**src/seq_pkg.sv**
```systemverilog
// shared constants and types of the supply sequencer
package seq_pkg;
  // ==========================================
  // sizes and timing
  localparam int          N_SUP     = 4;
  localparam int          MODE_W    = 3;
  localparam int          TMR_W     = 16;
  localparam int          CLK_NS    = 40;
  localparam int          TICK_NS   = 32000;
  // least time, so round the tick up to whole cycles
  localparam int          TICK_CYC  = (TICK_NS + CLK_NS - 1) / CLK_NS;
  localparam logic [9:0]  TICK_LAST = 10'(TICK_CYC - 1);
  // ==========================================
  // register offsets
  localparam logic [7:0]  A_CTRL    = 8'h00;
  localparam logic [7:0]  A_MODE    = 8'h04;
  localparam logic [7:0]  A_DLY     = 8'h08;
  localparam logic [7:0]  A_TMO     = 8'h0c;
  localparam logic [7:0]  A_WDT     = 8'h10;
  localparam logic [7:0]  A_STAT    = 8'h14;
  localparam logic [7:0]  A_EVT     = 8'h18;
  localparam logic [7:0]  A_MASK    = 8'h1c;
  // ==========================================
  // field positions
  localparam int          C_RESTART = 0;
  localparam int          C_SHUT    = 1;
  localparam int          C_WDEN    = 2;
  localparam int          S_EN      = 0;
  localparam int          S_WIN     = 4;
  localparam int          S_FSM     = 8;
  localparam int          S_PG      = 12;
  localparam int          S_FAIL    = 13;
  localparam int          E_PGOOD   = 0;
  localparam int          E_FAIL    = 1;
  localparam int          E_DOWN    = 2;
  // ==========================================
  // reset values, timers in 32 us ticks
  localparam logic [11:0] R_MODE    = 12'h249;
  localparam logic [15:0] R_DLY     = 16'h0020;
  localparam logic [15:0] R_TMO     = 16'h009c;
  localparam logic [15:0] R_WDT     = 16'h0c35;
  // ==========================================
  // turn-on methods and sequencer states
  typedef enum logic [2:0] {M_NONE = 3'h0, M_CLOSED = 3'h1, M_TIMED = 3'h2,
                            M_CLDLY = 3'h3, M_TMO = 3'h4} mode_t;
  typedef enum logic [3:0] {F_IDLE = 4'h0, F_STEP = 4'h1, F_WIN = 4'h2, F_DLY = 4'h3,
                            F_CHECK = 4'h4, F_GOOD = 4'h5, F_FAIL = 4'h6,
                            F_DOWN = 4'h7, F_OFF = 4'h8} fsm_t;
endpackage

```
**src/timer_if.sv**
```systemverilog
// start, load and expiry of one tick timer
`timescale 1ns/1ps
interface timer_if;
  logic        start;
  logic [15:0] load;
  logic        expired;
  modport ctl (output start, output load, input expired);
  modport tmr (input start, input load, output expired);
endinterface
```
**src/power_sequencer.sv**
```systemverilog
// sequencer for four board supplies with window monitoring
//
// Contract
// [RULE1] a no-sequencing group has all its enables asserted in one cycle
// [RULE2] power good rises only when every supply is in window
// [RULE3] in window means above under-voltage and below over-voltage limit
// [RULE4] closed loop: next enable only after previous supply in window
// [RULE5] time based: wait programmed delay, ignore window of earlier supply
// [RULE6] closed loop with delay: wait for window, then delay, then enable
// [RULE7] timeout mode: supply not in window before timer ends is a fault
// [RULE8] watchdog: all supplies in window before it expires, else fault
// [RULE9] abort turn-on at once when a supply fails its allowed period
// [RULE10] comparator results are evaluated live during the whole sequence
// [RULE11] power-down removes enables one by one in reverse order
// [RULE12] enables are open-drain; pulling low enables the converter
// [RULE13] delay between steps is programmable without logic change
// [RULE14] any mode per supply; timers span 32 us to 2 s
// [RULE15] fault drops all enables, raises failure, keeps power good low
// [RULE16] after completion or failure hold until restart, then from supply one
// [RULE17] after reset enables off, power good low, failure cleared
// [RULE18] comparator inputs pass two flip-flops before use
//
// Design decisions made here: the register addresses and the strobed register port.
`timescale 1ns/1ps
module power_sequencer (
  // clock and reset
  input  wire logic        ref_clk,
  input  wire logic        reset_n,
  // register port
  input  wire logic [7:0]  reg_addr,
  input  wire logic [31:0] reg_wdata,
  input  wire logic        reg_wr,
  input  wire logic        reg_rd,
  output logic      [31:0] reg_rdata,
  // open-drain converter enables, active low on the wire
  input  wire logic [3:0]  sup_en_in,
  output logic      [3:0]  sup_en_out,
  output logic      [3:0]  sup_en_oe_n,
  // window comparators, asynchronous
  input  wire logic [3:0]  uv_above,
  input  wire logic [3:0]  ov_below,
  // system control and status
  input  wire logic        restart_req,
  input  wire logic        shutdown_req,
  output logic             power_good,
  output logic             seq_fail,
  output logic             irq
);
  typedef struct packed {
    seq_pkg::fsm_t fsm;
    logic [1:0]    idx;
    logic [3:0]    en;
    logic          pgood;
    logic          fail;
    logic          wd_en;
    logic          wd_run;
    logic [11:0]   mode;
    logic [15:0]   dly;
    logic [15:0]   tmo;
    logic [15:0]   wdt;
    logic [2:0]    ev;
    logic [2:0]    mask;
    logic [31:0]   rdata;
  } state_t;
  state_t r;
  state_t next_r;

  timer_if step_if ();
  timer_if wd_if ();

  logic [3:0]     uv_s, ov_s, in_win, grp;
  logic [1:0]     last;
  seq_pkg::mode_t cur_mode;
  logic           all_win, grp_win, seq_on, open_grp;
  logic           restart, shut, adv, fault, go, down;
  logic [2:0]     ev_set, ev_clr;
  logic           t_go, w_go;
  logic [15:0]    t_val;

  // ==========================================
  // comparator inputs
  // metastability is settled before any decision looks at a result
  sync2 #(.W(4)) u_sync_uv (.ref_clk(ref_clk), .reset_n(reset_n), .d(uv_above), .q(uv_s)); // [RULE18]
  sync2 #(.W(4)) u_sync_ov (.ref_clk(ref_clk), .reset_n(reset_n), .d(ov_below), .q(ov_s)); // [RULE18]

  // per supply window, read live in every state
  for (genvar i = 0; i < seq_pkg::N_SUP; i++)
  begin : g_win
    assign in_win[i] = uv_s[i] & ov_s[i]; // [RULE3] [RULE10]
  end
  assign all_win = &in_win;

  // ==========================================
  // timers
  step_timer u_step (.ref_clk(ref_clk), .reset_n(reset_n), .t(step_if));
  step_timer u_wdog (.ref_clk(ref_clk), .reset_n(reset_n), .t(wd_if));
  // starts are combinational so a stale expiry is never seen after a start
  assign step_if.start = t_go;
  assign step_if.load  = t_val;
  assign wd_if.start   = w_go;
  assign wd_if.load    = r.wdt;

  // ==========================================
  // step group: leading no-sequencing supplies join the next one
  always_comb
  begin
    grp = 4'h0;
    last = r.idx;
    open_grp = 1'b1;
    for (int j = 0; j < seq_pkg::N_SUP; j++)
    begin
      if (j >= int'(r.idx) && open_grp)
      begin
        grp[j] = 1'b1; // [RULE1]
        last = 2'(j);
        if (seq_pkg::mode_t'(r.mode[3*j +: 3]) != seq_pkg::M_NONE)
          open_grp = 1'b0;
      end
    end
    cur_mode = seq_pkg::mode_t'(r.mode[3*last +: 3]); // [RULE14]
    grp_win = &(in_win | ~grp); // [RULE10]
  end

  // ==========================================
  // sequencer and register file
  always_comb
  begin
    next_r = r;
    next_r.rdata = 32'h0000_0000;
    ev_set = 3'h0;
    ev_clr = 3'h0;
    t_go = 1'b0;
    t_val = r.dly;
    w_go = 1'b0;
    adv = 1'b0;
    fault = 1'b0;
    go = 1'b0;
    down = 1'b0;
    restart = restart_req;
    shut = shutdown_req;
    // register writes; restart and shutdown bits are pulses
    if (reg_wr)
    begin
      case (reg_addr)
        seq_pkg::A_CTRL:
        begin
          next_r.wd_en = reg_wdata[seq_pkg::C_WDEN];
          restart = restart | reg_wdata[seq_pkg::C_RESTART];
          shut = shut | reg_wdata[seq_pkg::C_SHUT];
        end
        seq_pkg::A_MODE: next_r.mode = reg_wdata[11:0]; // [RULE14]
        seq_pkg::A_DLY:  next_r.dly = reg_wdata[15:0]; // [RULE13]
        seq_pkg::A_TMO:  next_r.tmo = reg_wdata[15:0];
        seq_pkg::A_WDT:  next_r.wdt = reg_wdata[15:0];
        seq_pkg::A_EVT:  ev_clr = reg_wdata[2:0];
        seq_pkg::A_MASK: next_r.mask = reg_wdata[2:0];
        default: ;
      endcase
    end
    seq_on = (r.fsm == seq_pkg::F_STEP) || (r.fsm == seq_pkg::F_WIN) ||
             (r.fsm == seq_pkg::F_DLY) || (r.fsm == seq_pkg::F_CHECK);
    case (r.fsm)
      seq_pkg::F_IDLE:
        go = restart;
      seq_pkg::F_STEP:
      begin
        next_r.en = r.en | grp; // [RULE1]
        case (cur_mode)
          seq_pkg::M_NONE:
            adv = 1'b1; // [RULE1]
          seq_pkg::M_TIMED:
          begin
            t_go = 1'b1; // [RULE5]
            next_r.fsm = seq_pkg::F_DLY;
          end
          seq_pkg::M_TMO:
          begin
            t_go = 1'b1; // [RULE7]
            t_val = r.tmo;
            next_r.fsm = seq_pkg::F_WIN;
          end
          default:
            next_r.fsm = seq_pkg::F_WIN;
        endcase
      end
      seq_pkg::F_WIN:
      begin
        if (grp_win)
        begin
          if (cur_mode == seq_pkg::M_CLDLY)
          begin
            t_go = 1'b1; // [RULE6]
            next_r.fsm = seq_pkg::F_DLY;
          end
          else
            adv = 1'b1; // [RULE4]
        end
        else if (cur_mode == seq_pkg::M_TMO && step_if.expired)
          fault = 1'b1; // [RULE7] [RULE9]
      end
      seq_pkg::F_DLY:
        adv = step_if.expired; // [RULE5] [RULE6]
      seq_pkg::F_CHECK:
      begin
        if (all_win)
        begin
          next_r.fsm = seq_pkg::F_GOOD;
          next_r.pgood = 1'b1; // [RULE2]
          next_r.wd_run = 1'b0;
          ev_set[seq_pkg::E_PGOOD] = 1'b1;
        end
      end
      seq_pkg::F_GOOD:
      begin
        next_r.pgood = all_win; // [RULE2]
        go = restart; // [RULE16]
        down = shut & ~restart;
      end
      seq_pkg::F_DOWN:
      begin
        // one enable per step delay, highest supply first
        if (step_if.expired)
        begin
          if (r.en == 4'h0)
          begin
            next_r.fsm = seq_pkg::F_OFF;
            ev_set[seq_pkg::E_DOWN] = 1'b1;
          end
          else
          begin
            t_go = 1'b1;
            for (int k = 0; k < seq_pkg::N_SUP; k++)
              if (r.en[k] && (r.en >> (k + 1)) == 4'h0)
                next_r.en[k] = 1'b0; // [RULE11]
          end
        end
      end
      seq_pkg::F_FAIL,
      seq_pkg::F_OFF:
        go = restart; // [RULE16]
      default:
        next_r.fsm = seq_pkg::F_IDLE;
    endcase
    // step done: next group or final check
    if (adv)
    begin
      if (last == 2'(seq_pkg::N_SUP - 1))
        next_r.fsm = seq_pkg::F_CHECK;
      else
      begin
        next_r.idx = last + 2'h1;
        next_r.fsm = seq_pkg::F_STEP;
      end
    end
    // the watchdog covers the whole turn-on
    if (seq_on && r.wd_run && wd_if.expired)
      fault = 1'b1; // [RULE8]
    if (seq_on && shut)
      down = 1'b1;
    if (down)
    begin
      next_r.fsm = seq_pkg::F_DOWN;
      next_r.pgood = 1'b0;
      next_r.wd_run = 1'b0;
      next_r.en = r.en;
      t_go = 1'b1;
      t_val = r.dly;
    end
    if (fault)
    begin
      next_r.fsm = seq_pkg::F_FAIL; // [RULE9]
      next_r.en = 4'h0; // [RULE15]
      next_r.fail = 1'b1;
      next_r.pgood = 1'b0;
      next_r.wd_run = 1'b0;
      ev_set[seq_pkg::E_FAIL] = 1'b1;
    end
    if (go)
    begin
      next_r.fsm = seq_pkg::F_STEP; // [RULE16]
      next_r.idx = 2'h0;
      next_r.en = 4'h0;
      next_r.fail = 1'b0;
      next_r.pgood = 1'b0;
      next_r.wd_run = r.wd_en;
      w_go = r.wd_en; // [RULE8]
    end
    // a new event wins over a clear in the same cycle
    next_r.ev = (r.ev & ~ev_clr) | ev_set;
    if (reg_rd)
    begin
      case (reg_addr)
        seq_pkg::A_CTRL: next_r.rdata = {29'h0, r.wd_en, 2'h0};
        seq_pkg::A_MODE: next_r.rdata = {20'h0, r.mode};
        seq_pkg::A_DLY:  next_r.rdata = {16'h0, r.dly};
        seq_pkg::A_TMO:  next_r.rdata = {16'h0, r.tmo};
        seq_pkg::A_WDT:  next_r.rdata = {16'h0, r.wdt};
        seq_pkg::A_STAT: next_r.rdata = {14'h0, ~sup_en_in, r.fail, r.pgood,
                                         r.fsm, in_win, r.en};
        seq_pkg::A_EVT:  next_r.rdata = {29'h0, r.ev};
        seq_pkg::A_MASK: next_r.rdata = {29'h0, r.mask};
        default:         next_r.rdata = 32'h0000_0000;
      endcase
    end
  end

  // reset holds everything off until a restart request
  always_ff @(posedge ref_clk or negedge reset_n)
  begin
    if (!reset_n)
    begin
      r <= '0; // [RULE17]
      r.mode <= seq_pkg::R_MODE;
      r.dly <= seq_pkg::R_DLY;
      r.tmo <= seq_pkg::R_TMO;
      r.wdt <= seq_pkg::R_WDT;
    end
    else
      r <= next_r;
  end

  // ==========================================
  // outputs
  // the pad only ever pulls low; release lets the converter stay off
  assign sup_en_out  = 4'h0; // [RULE12]
  assign sup_en_oe_n = ~r.en; // [RULE12]
  assign power_good  = r.pgood;
  assign seq_fail    = r.fail;
  assign irq         = |(r.ev & r.mask);
  assign reg_rdata   = r.rdata;
endmodule

```
**src/step_timer.sv**
```systemverilog
// down counter in 32 us ticks, expiry held until the next start
`timescale 1ns/1ps
module step_timer (
  // clock and reset
  input wire logic ref_clk,
  input wire logic reset_n,
  // control
  timer_if.tmr     t
);
  typedef struct packed {
    logic [9:0]  pre;
    logic [15:0] cnt;
    logic        run;
    logic        expired;
  } tmr_t;
  tmr_t r;
  tmr_t next_r;
  logic tick;

  // a start realigns the prescaler so the first tick is a full 32 us
  always_comb
  begin
    next_r = r;
    tick = (r.pre == seq_pkg::TICK_LAST);
    next_r.pre = tick ? 10'h000 : r.pre + 10'h001;
    if (t.start)
    begin
      next_r.pre = 10'h000;
      next_r.cnt = t.load;
      next_r.run = 1'b1;
      next_r.expired = 1'b0;
    end
    else if (r.run && tick)
    begin
      if (r.cnt <= 16'h0001)
      begin
        next_r.run = 1'b0;
        next_r.expired = 1'b1;
      end
      else
        next_r.cnt = r.cnt - 16'h0001;
    end
  end

  always_ff @(posedge ref_clk or negedge reset_n)
  begin
    if (!reset_n)
      r <= '0;
    else
      r <= next_r;
  end

  assign t.expired = r.expired;
endmodule

```
**src/sync2.sv**
```systemverilog
// two flip-flop synchroniser for the comparator results
`timescale 1ns/1ps
module sync2 #(
  parameter int W = 4
) (
  // clock and reset
  input  wire logic         ref_clk,
  input  wire logic         reset_n,
  // raw and synchronised levels
  input  wire logic [W-1:0] d,
  output logic      [W-1:0] q
);
  typedef struct packed {
    logic [W-1:0] s1;
    logic [W-1:0] s2;
  } sync_t;
  sync_t r;
  sync_t next_r;

  // the first stage feeds only the second one
  always_comb
  begin
    next_r.s1 = d;
    next_r.s2 = r.s1;
  end

  always_ff @(posedge ref_clk or negedge reset_n)
  begin
    if (!reset_n)
      r <= '0;
    else
      r <= next_r;
  end

  assign q = r.s2;
endmodule

```
**config.mk**
```make
export PLATFORM = sky130hd
export DESIGN_NAME = power_sequencer
export DESIGN_NICKNAME = d
export VERILOG_FILES = /design/src/seq_pkg.sv /design/src/timer_if.sv /design/src/power_sequencer.sv /design/src/step_timer.sv /design/src/sync2.sv
export SDC_FILE = /design/constraint.sdc
export NUM_CORES = 1
export LEC_CHECK = 0
export ABC_CLOCK_PERIOD_IN_PS = 10500
export BUFFER_PORTS_ARGS = -buffer_cell sky130_fd_sc_hd__buf_2
export CELL_PAD_IN_SITES_DETAIL_PLACEMENT = 1
export CELL_PAD_IN_SITES_GLOBAL_PLACEMENT = 1
export CORE_ASPECT_RATIO = 0.75
export CORE_UTILIZATION = 40
export CTS_CLUSTER_SIZE = 28
export DETAILED_ROUTE_END_ITERATION = 8
export PLACE_DENSITY = 0.67
export SLEW_MARGIN = 10
export SYNTH_ARGS = -nofsm -noshare
export SYNTH_HDL_FRONTEND = slang
export SYNTH_HIERARCHICAL = 1
export SYNTH_SLANG_ARGS = --single-unit
```
**constraint.sdc**
```tcl
create_clock -name ref_clk -period 10.5 [get_ports ref_clk]
set_input_delay 1.575 -clock ref_clk [delete_from_list [all_inputs] [get_ports ref_clk]]
set_output_delay 1.575 -clock ref_clk [all_outputs]
set_load 0.005 [all_outputs]
```
==> impl_metrics.yaml <==
outcome:
  status: "finished, final reports clean"
cts:
  htree_levels: 4
  cts_resized: 0
  cts.sinks: 170
  cts_root_buffer: "clkbuf_16"
  cts_tree: "done"
  cts-buffers-inserted: 17
  cts_setup_buffers: 0
  clock_latency_ns: 0.44
  clockBufferDepth: 2
  path_clk_slew_ns: 0.06
  hold_buffers: 0
global_route:
  grt_max_degree: 93
  grt_use_met2_pct: 33.8
  grt_busiest_layer: "met1"
  grt_overflow: 0
  grt_pass1_vias: 7135
  antenna_found_initial: 0
  grt_util_all_layers_pct: 23.2
  grt_use_met3_pct: 4.02
  grt_first_pass_wirelength_mm: 41.7
  met1_usage_pct: 35.1
power:
  p_seq_share_pct: 42.4
  p_per_area_nw_per_um2: 206
  combPwrFrac_pct: 28.5
  pwr-share-clk_pct: 29.1
  switching_power_uw: 768
  total_power_mw: 2.09
  internal_power_mw: 1.33
  p_leak_nw: 4.50
  irDropWorstVdd_mv: 0.136
  netSwitchingFraction_pct: 36.7
sta:
  min_period_over_period_pct: 46.4
  drv_slew: 0
  tightest_slew_ns: 1.07
  rsz0062_at_grt: "no"
  fmax_ghz: 0.205
  tns_ns: 0
  min_period_ns: 4.88
  finClkSkew_ns: 0.00831
  finalHoldViolCount: 0
  finalWorstSetupSlack_ns: 5.62
  setup_violations: 0
  slew_headroom_pct: 28.2
synth:
  ys_async_sr_fraction_pct: 100
  yosysWarnings: 6
  post_synth_num_cell_types: 91
  synth-seq-cells: 170
  synth-edff-count: 0
  yosysSeqAreaShare_pct: 46.2
  syn-instance-count: 886
  syn-cell-area_sq_um: 9240
  syn_area_per_cell_sq_um: 10.4
  synth_ff_type: "dfrtp_1"
cells_and_area:
  stdcell_count: 1226
  num-nets-final: 984
  fin_util_pct: 45.5
  diodes: 0
  drive_gt1_share_pct: 26.1
  fill_cells: 2522
  synthToLayoutAreaGrowth_pct: 10.0
worst_setup_path:
  rrSetupSlack_ns: 6.12
  cp.arrival_ns: 5.18
  crit_required_ns: 10.80
  reg2regPathDepth: 12
  r2r-end: "u_step/r[8]"
  crit_fanout: 40
  r2r_start: "r[107]"
  critPathKind: "primary input to flop"
  startpoint: "reg_addr[2]"
  endpoint_kind: "flop"
  endpoint: "u_wdog/r[11]"
  cp-start-kind: "primary input"
placed_design:
  hpwl_mm: 18.3
  place_congestion: 0.832
  port_buffers: 66
  pre_cts_slack_ns: 5.23
  dp.cells: 1194
min_path:
  min_path_type: "flop to flop"
  hold_start: "u_sync_ov/next_r[2]"
routing:
  drt-initial-drc-count: 367
  vias: 6982
  wl_per_cell_um: 21.0
  ant_nets: 0
  via_per_inst: 5.69
  drt_first_pass_iters: 5
  wirelength_mm: 25.8
  drcViolationCount: 0
floorplanning:
  core_sq_um: 22300
  rows: 47
  die_area_sq_um: 23700
  die_w_um: 178
  io_pins: 101
  die_h_um: 134
  start_util_pct: 41.4
job:
  maxCapViolations: 0
[cells in the mapped netlist, types with 7 or more instances]
library cell | number | share of area [%]
dfrtp_1 | 155 | 42
ha_1 | 7 | 0.95
o21ai_0 | 34 | 1.8
mux2i_1 | 24 | 2.6
nand2b_1 | 7 | 0.47
nand3_1 | 28 | 1.5
buf_4 | 36 | 2.9
o22a_1 | 14 | 1.3
xor2_1 | 10 | 0.95
mux2_2 | 86 | 10
a32oi_1 | 12 | 1.1
inv_1 | 31 | 1.3
a21oi_1 | 35 | 1.9
dfstp_2 | 15 | 4.3
a22oi_1 | 11 | 0.89
or3_1 | 13 | 0.88
nand2_1 | 63 | 2.6
nor4_1 | 12 | 0.81
clkbuf_1 | 22 | 0.89
nor3_1 | 18 | 0.97
nor2_1 | 77 | 3.1
nand4_1 | 9 | 0.61
buf_2 | 9 | 0.49
[power groups by stage]
stage / Sequential, mW / Clock (mW) / Combinational, mW
floorplan: 0.829 / 0 / 0.484
global placement: 0.889 / 0 / 0.581
detailed placement: 0.891 / 0 / 0.596
CTS: 0.882 / 0.627 / 0.600
global route: 0.903 / 0.651 / 0.665
finish: 0.887 / 0.609 / 0.597
[cell usage in the layout, fill, tap and decap left out, types with 13 or more instances in the layout]
master,n
a21oi_1,35
o21ai_0,34
nand3_1,28
nand2_1,63
nor3_1,18
or3_1,13
inv_1,31
dfrtp_1,155
clkbuf_16,17
dfstp_2,15
buf_2,65
conb_1,18
nor2_1,77
o22a_1,14
mux2_2,86
mux2i_1,24
[routing by layer]
| layer | wire length, um | up-vias |
|---|---|---|
| met5 | 0 | - |
| met2 | 11100 | 138 |
| li1 | - | 3269 |
| met3 | 995 | 22 |
| met4 | 360 | 0 |
| met1 | 13300 | 3553 |
[logic make-up after synthesis]
logic type | count (synthesis) | synth area share, %
muxes | 115 | 13.9
other | 1 | 0.0406
adders and majority gates | 7 | 0.948
DFF | 170 | 46.2
AOI/OAI and AO/OA | 180 | 14.1
and+or+nand+nor | 290 | 17.1
xor gates and xnor gates | 14 | 1.33
buffers and inverters | 109 | 6.34
[worst max-delay path, cell delays in order]
cell     delay, ns
buf_2         0.72
nor2b_1       0.25
and3_1        0.30
o22a_1        0.37
and2_1        0.24
buf_4         0.23
nor4_1        0.26
o21a_1        0.19
nand3_1       0.45
a32oi_1       0.44
o21ai_0       0.11
[layout make-up]
cell class	instances	area, sq um	share of cell area, %
inverter	33	124	1.22
clock inverter	11	88.8	0.874
multi-input combinational	624	4450	43.8
clock buffer	21	470	4.63
sequential	170	4270	42.0
timing repair buffer	73	389	3.83
tap	294	368	3.62
[registers in the layout (all words and copies together), names as in the netlist]
signal	cells
seq_fail	1
u_step/t.expired	1
u_step/r	27
u_sync_uv/next_r	4
reg_rdata	18
r	62
u_wdog/t.expired	1
u_wdog/r	27
wd_if.load	16
u_sync_ov/next_r	4
u_sync_ov/q	4
u_sync_uv/q	4
power_good	1
[worst min-delay path by stage]
| stage | end | slack (ns) | cells past startpoint |
|---|---|---|---|
| 5_1_grt | u_sync_ov/q[3] | 0.36 | 0 |
| 3_3_place_gp | u_sync_uv/q[2] | 0.33 | 0 |
| 2_1_floorplan | u_sync_ov/q[0] | 0.33 | 0 |
| 4_1_cts | u_sync_uv/q[2] | 0.35 | 0 |
| 3_5_place_dp | u_sync_uv/q[3] | 0.34 | 0 |
| 6_report | u_sync_ov/q[2] | 0.35 | 0 |
[stage by stage]
stage | area, sq um | hold slack (ns)
final | 10200 | 0.348
after global routing | 10200 | 0.361
after CTS | 10200 | 0.353
after detailed placement | 9600 | 0.336
after global placement | 9600 | 0.332
after floorplan | 9310 | 0.331
(Power assumes the default switching activity.)
